[config.mk]
export PLATFORM = sky130hd
export DESIGN_NAME = regulator_event_status_regs
export DESIGN_NICKNAME = d
export VERILOG_FILES = /design/src/hdl/regulator_event_pkg.sv /design/src/hdl/level_synchronizer.sv /design/src/hdl/short_timer.sv /design/src/hdl/regulator_event_status_regs.sv
export SDC_FILE = /design/constraint.sdc
export NUM_CORES = 1
export LEC_CHECK = 0
export BUFFER_PORTS_ARGS = -buffer_cell sky130_fd_sc_hd__buf_2
export CELL_PAD_IN_SITES_DETAIL_PLACEMENT = 0
export CELL_PAD_IN_SITES_GLOBAL_PLACEMENT = 2
export CORE_MARGIN = 2
export CORE_UTILIZATION = 41
export CTS_CLUSTER_SIZE = 14
export DETAILED_ROUTE_END_ITERATION = 12
export PLACE_DENSITY = 0.93
export SLEW_MARGIN = 40
export SYNTH_ARGS = -nofsm -noshare
export SYNTH_HDL_FRONTEND = slang
export SYNTH_SLANG_ARGS = --single-unit
[constraint.sdc]
create_clock -name mclk_i -period 5 [get_ports mclk_i]
set_clock_uncertainty 0.1 [all_clocks]
set_input_delay 0.25 -clock mclk_i [delete_from_list [all_inputs] [get_ports mclk_i]]
set_output_delay 0.25 -clock mclk_i [all_outputs]
set_load 0.01 [all_outputs]
[src/hdl/regulator_event_pkg.sv]
// Package with offsets, field positions, reset values and timing counts of the event and status registers.
package regulator_event_pkg;

	localparam logic [7:0] LINEAR_EVENT_FLAGS_OFFSET = 8'h1c;
	localparam logic [7:0] TOP_CONDITION_STATUS_OFFSET = 8'h1d;
	localparam logic [7:0] BUCK_CONDITION_STATUS_OFFSET = 8'h1e;

	localparam int LINEAR0_LIMIT_BIT = 0;
	localparam int LINEAR0_SHORT_BIT = 1;
	localparam int LINEAR0_GOOD_BIT = 2;
	localparam int LINEAR1_LIMIT_BIT = 4;
	localparam int LINEAR1_SHORT_BIT = 5;
	localparam int LINEAR1_GOOD_BIT = 6;

	localparam int POWER_GOOD_PIN_BIT = 7;
	localparam int SYNC_CLOCK_INVALID_BIT = 4;
	localparam int THERMAL_SHUTDOWN_BIT = 3;
	localparam int THERMAL_WARNING_BIT = 2;
	localparam int INPUT_OVERVOLTAGE_BIT = 1;

	localparam int BUCK_B_ENABLED_BIT = 7;
	localparam int BUCK_B_INVALID_BIT = 6;
	localparam int BUCK_B_LIMIT_BIT = 4;
	localparam int BUCK_A_ENABLED_BIT = 3;
	localparam int BUCK_A_INVALID_BIT = 2;
	localparam int BUCK_A_LIMIT_BIT = 0;

	localparam logic [7:0] LINEAR_EVENT_FLAGS_RESET = 8'h00;
	localparam logic [7:0] LINEAR_EVENT_MASK = 8'h77;

	localparam int CLOCK_HZ = 40000000;
	localparam int SHORT_TIME_US = 1000;
	// More than 1 ms: the level must last longer than this many cycles.
	localparam int SHORT_CYCLES = (SHORT_TIME_US * (CLOCK_HZ / 1000000));
	localparam int SHORT_COUNT_W = 16;

	typedef struct packed {
		logic power_good_output;
		logic sync_clock_invalid;
		logic thermal_shutdown;
		logic thermal_warning;
		logic input_overvoltage;
	} top_conditions_t;

	typedef struct packed {
		logic buck_b_enabled;
		logic buck_b_invalid;
		logic buck_b_limit;
		logic buck_a_enabled;
		logic buck_a_invalid;
		logic buck_a_limit;
	} buck_conditions_t;

	typedef struct packed {
		logic good_event;
		logic below_short;
		logic limit_active;
	} linear_detect_t;

	typedef struct packed {
		logic write_strobe;
		logic [7:0] address;
		logic [7:0] write_data;
	} register_request_t;

endpackage

[src/hdl/level_synchronizer.sv]
// Two-flop synchroniser for a vector of asynchronous condition levels.
`timescale 1ns/100ps
module level_synchronizer
	import regulator_event_pkg::*;
#(
	parameter int WIDTH = 1
)
(
	input wire logic mclk_i,
	input wire logic rst_i,
	input wire logic [WIDTH-1:0] async_i,
	output logic [WIDTH-1:0] sync_o
);

	typedef struct packed {
		logic [WIDTH-1:0] first;
		logic [WIDTH-1:0] second;
	} sync_state_t;

	sync_state_t state_q;
	sync_state_t state_d;

	always_comb
	begin
		state_d.first = async_i;
		state_d.second = state_q.first;
	end

	always_ff @(posedge mclk_i or posedge rst_i)
	begin
		if (rst_i)
		begin
			state_q <= '0;
		end
		else
		begin
			state_q <= state_d;
		end
	end

	assign sync_o = state_q.second;

endmodule // level_synchronizer

[src/hdl/short_timer.sv]
// Qualifies a below-threshold level and pulses once it has lasted more than 1 ms.
`timescale 1ns/100ps
module short_timer
	import regulator_event_pkg::*;
(
	input wire logic mclk_i,
	input wire logic rst_i,
	input wire logic below_i,
	output logic expired_o
);

	typedef struct packed {
		logic [SHORT_COUNT_W-1:0] count;
		logic fired;
	} timer_state_t;

	localparam logic [SHORT_COUNT_W-1:0] LIMIT = SHORT_COUNT_W'(SHORT_CYCLES);

	timer_state_t state_q;
	timer_state_t state_d;
	logic expire;

	always_comb
	begin
		state_d = state_q;
		expire = 1'b0;
		if (!below_i)
		begin
			state_d.count = '0;
			state_d.fired = 1'b0;
		end
		else if (state_q.count < LIMIT)
		begin
			state_d.count = state_q.count + 1'b1;
		end
		else if (!state_q.fired)
		begin
			// Count has reached the limit while still below: the level lasted more than 1 ms.
			expire = 1'b1;
			state_d.fired = 1'b1;
		end
	end

	always_ff @(posedge mclk_i or posedge rst_i)
	begin
		if (rst_i)
		begin
			state_q <= '0;
		end
		else
		begin
			state_q <= state_d;
		end
	end

	assign expired_o = expire;

endmodule // short_timer

[src/hdl/regulator_event_status_regs.sv]
// Event and condition status registers of the dual buck, dual linear regulator manager.
//
// What this block does
// Latch bit 6 on linear1 good event.
// Latch bit 5 after linear1 short over 1 ms.
// Latch bit 4 on linear1 current limit.
// Latch bit 2 on linear0 good event.
// Latch bit 1 after linear0 short over 1 ms.
// Latch bit 0 on linear0 current limit.
// Flags clear only by writing one.
// Top bit 7 follows power good pin.
// Top bit 4 high when sync clock invalid.
// Top bit 3 high above thermal shutdown.
// Top bit 2 high above thermal warning.
// Top bit 1 high during input overvoltage.
// Buck bit 7 shows buck b enabled.
// Buck bit 6 high when buck b invalid.
// Buck bit 4 shows buck b limit.
// Buck bit 3 shows buck a enabled.
// Buck bit 2 high when buck a invalid.
// Buck bit 0 shows buck a limit.
// Summary flag clears when all flags zero.
// Event wins over simultaneous clear.
`timescale 1ns/100ps
module regulator_event_status_regs
	import regulator_event_pkg::*;
(
	input wire logic mclk_i,
	input wire logic rst_i,
	input wire register_request_t request_i,
	input wire linear_detect_t linear0_i,
	input wire linear_detect_t linear1_i,
	input wire top_conditions_t top_i,
	input wire buck_conditions_t buck_i,
	output logic [7:0] read_data_o,
	output logic linear_summary_flag_o
);

	typedef struct packed {
		logic [7:0] linear_event_flags;
		logic [7:0] read_data;
		logic [1:0] good_prev;
		logic [1:0] limit_prev;
		// Watch-only run length of each below-threshold level, saturating, read by assertions.
		logic [1:0][SHORT_COUNT_W-1:0] below_run;
	} regs_state_t;

	localparam int DET_W = 6;
	localparam int TOP_W = 5;
	localparam int BUCK_W = 6;
	localparam logic [SHORT_COUNT_W-1:0] SHORT_RUN = SHORT_COUNT_W'(SHORT_CYCLES);

	regs_state_t state_q;
	regs_state_t state_d;
	logic [DET_W-1:0] det_sync;
	logic [TOP_W-1:0] top_sync;
	logic [BUCK_W-1:0] buck_sync;
	logic [1:0] short_expired;
	logic [1:0] good_level;
	logic [1:0] below_level;
	logic [1:0] limit_level;
	logic [7:0] event_set;
	logic [7:0] clear_mask;
	logic [7:0] top_word;
	logic [7:0] buck_word;

	// Analog detector outputs are asynchronous to mclk_i and are synchronised first.
	level_synchronizer #(
		.WIDTH(DET_W)
	) det_sync_inst (
		.mclk_i(mclk_i),
		.rst_i(rst_i),
		.async_i({linear1_i, linear0_i}),
		.sync_o(det_sync)
	);

	level_synchronizer #(
		.WIDTH(TOP_W)
	) top_sync_inst (
		.mclk_i(mclk_i),
		.rst_i(rst_i),
		.async_i(top_i),
		.sync_o(top_sync)
	);

	level_synchronizer #(
		.WIDTH(BUCK_W)
	) buck_sync_inst (
		.mclk_i(mclk_i),
		.rst_i(rst_i),
		.async_i(buck_i),
		.sync_o(buck_sync)
	);

	assign good_level = {det_sync[5], det_sync[2]};
	assign below_level = {det_sync[4], det_sync[1]};
	assign limit_level = {det_sync[3], det_sync[0]};

	genvar ch;
	generate
		for (ch = 0; ch < 2; ch++)
		begin : g_short
			short_timer short_inst (
				.mclk_i(mclk_i),
				.rst_i(rst_i),
				.below_i(below_level[ch]),
				.expired_o(short_expired[ch])
			);
		end
	endgenerate

	always_comb
	begin
		event_set = 8'h00;
		// Good and limit detectors are levels; a rising edge latches the flag so a cleared
		// flag is not set again by a condition that simply persists.
		event_set[LINEAR0_GOOD_BIT] = good_level[0] & ~state_q.good_prev[0];
		event_set[LINEAR1_GOOD_BIT] = good_level[1] & ~state_q.good_prev[1];
		event_set[LINEAR0_SHORT_BIT] = short_expired[0];
		event_set[LINEAR1_SHORT_BIT] = short_expired[1];
		event_set[LINEAR0_LIMIT_BIT] = limit_level[0] & ~state_q.limit_prev[0];
		event_set[LINEAR1_LIMIT_BIT] = limit_level[1] & ~state_q.limit_prev[1];
	end

	assign clear_mask = (request_i.write_strobe
		&& request_i.address == LINEAR_EVENT_FLAGS_OFFSET) ? request_i.write_data : 8'h00;

	always_comb
	begin
		top_word = 8'h00;
		top_word[POWER_GOOD_PIN_BIT] = top_sync[4];
		top_word[SYNC_CLOCK_INVALID_BIT] = top_sync[3];
		top_word[THERMAL_SHUTDOWN_BIT] = top_sync[2];
		top_word[THERMAL_WARNING_BIT] = top_sync[1];
		top_word[INPUT_OVERVOLTAGE_BIT] = top_sync[0];
		buck_word = 8'h00;
		buck_word[BUCK_B_ENABLED_BIT] = buck_sync[5];
		buck_word[BUCK_B_INVALID_BIT] = buck_sync[4];
		buck_word[BUCK_B_LIMIT_BIT] = buck_sync[3];
		buck_word[BUCK_A_ENABLED_BIT] = buck_sync[2];
		buck_word[BUCK_A_INVALID_BIT] = buck_sync[1];
		buck_word[BUCK_A_LIMIT_BIT] = buck_sync[0];
	end

	always_comb
	begin
		state_d = state_q;
		state_d.good_prev = good_level;
		state_d.limit_prev = limit_level;
		for (int i = 0; i < 2; i++)
		begin
			if (!below_level[i])
			begin
				state_d.below_run[i] = '0;
			end
			else if (state_q.below_run[i] != '1)
			begin
				state_d.below_run[i] = state_q.below_run[i] + 1'b1;
			end
		end
		// Set is applied after the clear so a same-cycle event survives.
		state_d.linear_event_flags = ((state_q.linear_event_flags & ~clear_mask)
			| event_set) & LINEAR_EVENT_MASK;
		unique case (request_i.address)
			LINEAR_EVENT_FLAGS_OFFSET: state_d.read_data = state_q.linear_event_flags;
			TOP_CONDITION_STATUS_OFFSET: state_d.read_data = top_word;
			BUCK_CONDITION_STATUS_OFFSET: state_d.read_data = buck_word;
			default: state_d.read_data = 8'h00;
		endcase
	end

	always_ff @(posedge mclk_i or posedge rst_i)
	begin
		if (rst_i)
		begin
			state_q.linear_event_flags <= LINEAR_EVENT_FLAGS_RESET;
			state_q.read_data <= 8'h00;
			state_q.good_prev <= 2'b00;
			state_q.limit_prev <= 2'b00;
			state_q.below_run <= '0;
		end
		else
		begin
			state_q <= state_d;
		end
	end

	assign read_data_o = state_q.read_data;
	assign linear_summary_flag_o = |state_q.linear_event_flags;

	AST_FLAG_CLEARS: assert property (@(posedge mclk_i) disable iff (rst_i)
		(clear_mask[LINEAR0_LIMIT_BIT] && !event_set[LINEAR0_LIMIT_BIT])
		|=> !state_q.linear_event_flags[LINEAR0_LIMIT_BIT])
		else $error("Flag not cleared by write one.");

	AST_ZERO_KEEPS: assert property (@(posedge mclk_i) disable iff (rst_i)
		(!clear_mask[LINEAR1_GOOD_BIT] && state_q.linear_event_flags[LINEAR1_GOOD_BIT])
		|=> state_q.linear_event_flags[LINEAR1_GOOD_BIT])
		else $error("Flag lost without write one.");

	AST_SET_WINS: assert property (@(posedge mclk_i) disable iff (rst_i)
		(event_set[LINEAR0_LIMIT_BIT] && clear_mask[LINEAR0_LIMIT_BIT])
		|=> state_q.linear_event_flags[LINEAR0_LIMIT_BIT])
		else $error("Event lost during clear.");

	AST_LIMIT1_LATCH: assert property (@(posedge mclk_i) disable iff (rst_i)
		$rose(limit_level[1]) |=> state_q.linear_event_flags[LINEAR1_LIMIT_BIT])
		else $error("Linear1 limit not latched.");

	AST_GOOD1_LATCH: assert property (@(posedge mclk_i) disable iff (rst_i)
		$rose(good_level[1]) |=> state_q.linear_event_flags[LINEAR1_GOOD_BIT])
		else $error("Linear1 good event not latched.");

	AST_SHORT0_TIME: assert property (@(posedge mclk_i) disable iff (rst_i)
		$rose(below_level[0]) |-> !short_expired[0] [*8])
		else $error("Short flagged too early.");

	AST_SHORT1_LATCH: assert property (@(posedge mclk_i) disable iff (rst_i)
		short_expired[1] |=> state_q.linear_event_flags[LINEAR1_SHORT_BIT])
		else $error("Linear1 short not latched.");

	AST_SUMMARY: assert property (@(posedge mclk_i) disable iff (rst_i)
		(state_q.linear_event_flags == 8'h00) |-> !linear_summary_flag_o)
		else $error("Summary flag set with no events.");

	AST_TOP_READ: assert property (@(posedge mclk_i) disable iff (rst_i)
		(request_i.address == TOP_CONDITION_STATUS_OFFSET)
		|=> read_data_o[THERMAL_SHUTDOWN_BIT] == $past(top_sync[2]))
		else $error("Thermal shutdown readback wrong.");

	AST_BUCK_READ: assert property (@(posedge mclk_i) disable iff (rst_i)
		(request_i.address == BUCK_CONDITION_STATUS_OFFSET)
		|=> read_data_o[BUCK_B_INVALID_BIT] == $past(buck_sync[4]))
		else $error("Buck b validity readback wrong.");

	AST_GOOD0_LATCH: assert property (@(posedge mclk_i) disable iff (rst_i)
		$rose(good_level[0]) |=> state_q.linear_event_flags[LINEAR0_GOOD_BIT])
		else $error("Linear0 good event not latched.");

	AST_LIMIT0_LATCH: assert property (@(posedge mclk_i) disable iff (rst_i)
		$rose(limit_level[0]) |=> state_q.linear_event_flags[LINEAR0_LIMIT_BIT])
		else $error("Linear0 limit not latched.");

	AST_LIMIT0_QUIET: assert property (@(posedge mclk_i) disable iff (rst_i)
		(!event_set[LINEAR0_LIMIT_BIT] && !state_q.linear_event_flags[LINEAR0_LIMIT_BIT])
		|=> !state_q.linear_event_flags[LINEAR0_LIMIT_BIT])
		else $error("Linear0 limit set without an event.");

	AST_SHORT0_LATCH: assert property (@(posedge mclk_i) disable iff (rst_i)
		short_expired[0] |=> state_q.linear_event_flags[LINEAR0_SHORT_BIT])
		else $error("Linear0 short not latched.");

	AST_SHORT0_EXACT: assert property (@(posedge mclk_i) disable iff (rst_i)
		short_expired[0] |-> (state_q.below_run[0] == SHORT_RUN))
		else $error("Linear0 short flagged at the wrong time.");

	AST_SHORT0_FIRES: assert property (@(posedge mclk_i) disable iff (rst_i)
		(below_level[0] && state_q.below_run[0] == SHORT_RUN)
		|-> short_expired[0])
		else $error("Linear0 short not flagged after full time.");

	AST_SHORT1_EXACT: assert property (@(posedge mclk_i) disable iff (rst_i)
		short_expired[1] |-> (state_q.below_run[1] == SHORT_RUN))
		else $error("Linear1 short flagged at the wrong time.");

	AST_SHORT1_FIRES: assert property (@(posedge mclk_i) disable iff (rst_i)
		(below_level[1] && state_q.below_run[1] == SHORT_RUN)
		|-> short_expired[1])
		else $error("Linear1 short not flagged after full time.");

	AST_SUMMARY_CLEAR: assert property (@(posedge mclk_i) disable iff (rst_i)
		(clear_mask == 8'hff && event_set == 8'h00)
		|=> !linear_summary_flag_o)
		else $error("Summary flag kept after full clear.");

	AST_POWER_GOOD_READ: assert property (@(posedge mclk_i) disable iff (rst_i)
		(request_i.address == TOP_CONDITION_STATUS_OFFSET)
		|=> read_data_o[POWER_GOOD_PIN_BIT] == $past(top_sync[4]))
		else $error("Power good readback wrong.");

	AST_SYNC_CLOCK_READ: assert property (@(posedge mclk_i) disable iff (rst_i)
		(request_i.address == TOP_CONDITION_STATUS_OFFSET)
		|=> read_data_o[SYNC_CLOCK_INVALID_BIT] == $past(top_sync[3]))
		else $error("Sync clock readback wrong.");

	AST_WARNING_READ: assert property (@(posedge mclk_i) disable iff (rst_i)
		(request_i.address == TOP_CONDITION_STATUS_OFFSET)
		|=> read_data_o[THERMAL_WARNING_BIT] == $past(top_sync[1]))
		else $error("Thermal warning readback wrong.");

	AST_OVERVOLTAGE_READ: assert property (@(posedge mclk_i) disable iff (rst_i)
		(request_i.address == TOP_CONDITION_STATUS_OFFSET)
		|=> read_data_o[INPUT_OVERVOLTAGE_BIT] == $past(top_sync[0]))
		else $error("Overvoltage readback wrong.");

	AST_BUCKB_EN_READ: assert property (@(posedge mclk_i) disable iff (rst_i)
		(request_i.address == BUCK_CONDITION_STATUS_OFFSET)
		|=> read_data_o[BUCK_B_ENABLED_BIT] == $past(buck_sync[5]))
		else $error("Buck b enable readback wrong.");

	AST_BUCKB_LIM_READ: assert property (@(posedge mclk_i) disable iff (rst_i)
		(request_i.address == BUCK_CONDITION_STATUS_OFFSET)
		|=> read_data_o[BUCK_B_LIMIT_BIT] == $past(buck_sync[3]))
		else $error("Buck b limit readback wrong.");

	AST_BUCKA_EN_READ: assert property (@(posedge mclk_i) disable iff (rst_i)
		(request_i.address == BUCK_CONDITION_STATUS_OFFSET)
		|=> read_data_o[BUCK_A_ENABLED_BIT] == $past(buck_sync[2]))
		else $error("Buck a enable readback wrong.");

	AST_BUCKA_INV_READ: assert property (@(posedge mclk_i) disable iff (rst_i)
		(request_i.address == BUCK_CONDITION_STATUS_OFFSET)
		|=> read_data_o[BUCK_A_INVALID_BIT] == $past(buck_sync[1]))
		else $error("Buck a validity readback wrong.");

	AST_BUCKA_LIM_READ: assert property (@(posedge mclk_i) disable iff (rst_i)
		(request_i.address == BUCK_CONDITION_STATUS_OFFSET)
		|=> read_data_o[BUCK_A_LIMIT_BIT] == $past(buck_sync[0]))
		else $error("Buck a limit readback wrong.");

endmodule // regulator_event_status_regs

==> flow_summary.ini <==
[yosys]
synth_largest_area_cell = dfrtp_1
synth.avg_cell_area_sq_um = 11.8
yosysSeqAreaShare = 0.612
ys_async_sr_fraction = 1.00
synth_top_area_share = 0.612
netlist_top_cells_area = dfrtp_1 61%, mux2i_1 4.0%, nand3_1 3.0%, a21oi_1 2.4%, nand2_1 2.1%
synth_flop_cell = dfrtp_1
ys_warn_count = 0
syn-num-nets = 337
syn-cell-area_sq_um = 3520
synthTopCellsByCount = 86 x dfrtp_1, 21 x nand3_1, 20 x nand2_1, 18 x nor2_1, 17 x a21oi_1
yosysMostFrequentCell = dfrtp_1
synth_seq_cells = 86
synthCells = 299
synth_edf_count = 0
yosysUniqueCellTypes = 42

[routing]
drc = 0
first_iter_violations = 109
first_pass_iters = 4
avgRoutedWirePerCell_microns = 14.0
vias = 2460
viasPerCell = 5.30
ant_nets = 0
wl_microns = 6470

[clocking]
cts_setup_buffers = 0
htree_levels = 3
post_cts_resized = 0
clk_pin_slew_ns = 0.09
cts_tree = built
cts_made_buffers = 9
cts.path.max_buffers = 2
clock_sinks = 86
clockRootBuffer = clkbuf_8
clock_latency_ns = 0.36
holdBufCountCts = 17

[die]
die_area_sq_um = 9330
io_pins = 45
die_w_microns = 96.6
initial_utilization = 0.426
die_y_microns = 96.6
row_count = 33
coreArea_sq_um = 8260

[layout]
final_nets = 392
areaGrowthSynthToFinish_pct = 18.4
regArea_sq_um = 2150
antenna_cells = 0
fillers = 765
drive_gt1_frac = 0.192
multi_input_area_sq_um = 1230
final_area_sq_um = 4160
fin_util = 0.504

[grt]
grt_usage = 0.151
grt_start_max_net_pins = 87
grt_pass1_wl_microns = 11500
antenna_found_initial = 0
grt-ovfl-total = 0
grt_pass1_vias = 2372

[timing]
hold_viol_final = 46
max-slew-margin-rel = 0.564
final-setup-viol-count = 0
timing.fmax_mhz = 495
whs_ns = -0.0485
final.period_utilization = 0.404
tns_ns = 0
rsz0062_at_grt = false
period_minus_slack_ns = 2.02
worstMarginPinSlew_ns = 0.654
final_max_slew_viol_count = 0

[job]
drv_cap = 0

[power]
p_sw_frac = 0.240
power.density_nw_per_um2 = 311
p_switching_w = 0.000310
peakVddDrop_mv = 0.179
p_int_w = 0.000982
power_frac_comb = 0.048
pwr-share-clk = 0.389
p_total_w = 0.00129
seq_power_share = 0.563
power.leakage_nw = 1.86

[critical_path]
crit_arrival_ns = 2.20
critPathKind = reg -> reg
worstSetupEndpoint = g_short[1].short_inst.state_q[9]
crit_start = g_short[1].short_inst.state_q[14]
cp-start-kind = register
ff2ff_setup_slack_ns = 2.98
cp-end-kind = register
r2r.worst_path.cells = 4
r2r-start = g_short[1].short_inst.state_q[14]
crit_required_ns = 5.18
path_max_fanout = 26
worstReg2RegEnd = g_short[1].short_inst.state_q[9]

[placed_design]
io_buffers = 42
gp_congestion = 0.770
hpwlAfterDp_microns = 4170
dpl_cell_area_sq_um = 3780

[worst_hold_path]
min_path_type = in -> async

[run_status]
outcome = finished, violations left
violations = hold timing
kinds of logic after synthesis:
logic type / Yosys count / share of synthesized area
compound gates: 56 / 0.114
xor+xnor: 4 / 0.00997
fa+ha+maj: 2 / 0.00712
buf+inv: 29 / 0.0402
flops: 86 / 0.612
mux: 14 / 0.0399
simple gates: 108 / 0.177
power groups by stage:
| stage | clock network (W) | registers [W] | logic (W) |
|---|---|---|---|
| floorplan | 0 | 0.000736 | 0.0000334 |
| global placement | 0 | 0.000740 | 0.0000524 |
| detailed placement | 0 | 0.000741 | 0.0000540 |
| CTS | 0.000517 | 0.000727 | 0.0000644 |
| global route | 0.000547 | 0.000730 | 0.0000716 |
| finish | 0.000503 | 0.000727 | 0.0000627 |
cell type report:
type                            instances  area share
Tap cell                              105      0.0316
Sequential cell                        86       0.517
Inverter                               13      0.0120
Multi-Input combinational cell        184       0.295
Timing Repair Buffer                   60      0.0947
Clock buffer                            9      0.0298
Clock inverter                          7      0.0195
through the flow:
stage	cells	worst slack, ns
after global routing	464	2.88
after floorplan	299	2.43
after CTS	464	3.01
after detailed placement	431	3.04
after global placement	431	3.03
final	464	2.98
flip-flops by register name, summed over array words and instances (netlist names):
signal / flops
buck_sync_inst.state_d: 6
buck_sync_inst.sync_o: 6
det_sync_inst.state_d: 6
det_sync_inst.sync_o: 6
g_short.short_inst.state_q: 34
read_data_o: 8
state_q: 10
top_sync_inst.state_d: 5
top_sync_inst.sync_o: 5
routing by layer:
layer,up-vias,GRT usage,wire (microns)
li1,1178,-,-
met1,1226,0.210,3100
met2,46,0.227,3020
met3,10,0.0361,236
met4,0,0.0650,116
met5,-,0,0
critical path: stages, from the launching register on:
cell and delay (ns):
dfrtp_1 0.41, o21ai_0 0.42, o21ai_4 0.30, or4_1 0.56
a21oi_1 0.15
worst min path at each step:
stage | start | endpoint | slack (ns) | cells past startpoint
floorplan | buck_i[0] | buck_sync_inst.state_d[0] | 0.18 | 0
global route | rst_i | g_short[1].short_inst.state_q[13] | 0.03 | 3
global placement | det_sync_inst.state_d[4] | det_sync_inst.sync_o[4] | 0.23 | 0
finish | rst_i | det_sync_inst.state_d[4] | -0.05 | 3
CTS | rst_i | g_short[1].short_inst.state_q[8] | 0.01 | 3
detailed placement | buck_sync_inst.state_d[1] | buck_sync_inst.sync_o[1] | 0.23 | 0
cell usage in the layout, fill, tap and decap left out, types with 3 or more instances in the layout:
cell type | synthesis | final
clkbuf_8 | 0 | 10
o21ai_0 | 9 | 9
mux2i_1 | 14 | 14
nand2b_1 | 7 | 7
a22o_1 | 4 | 4
or4_1 | 7 | 7
and4_1 | 3 | 3
xor2_1 | 3 | 3
nand3_1 | 21 | 21
nor3_1 | 3 | 3
and3_1 | 5 | 5
or3_1 | 8 | 8
nor2_1 | 18 | 18
o31ai_1 | 8 | 8
inv_1 | 13 | 12
nand4_1 | 4 | 4
dfrtp_1 | 86 | 86
nor4_1 | 3 | 3
nand2_1 | 20 | 20
dlygate4sd3_1 | 0 | 17
a21oi_1 | 17 | 17
o21a_1 | 4 | 4
buf_2 | 2 | 42
Power figures use the tool's default switching activity.
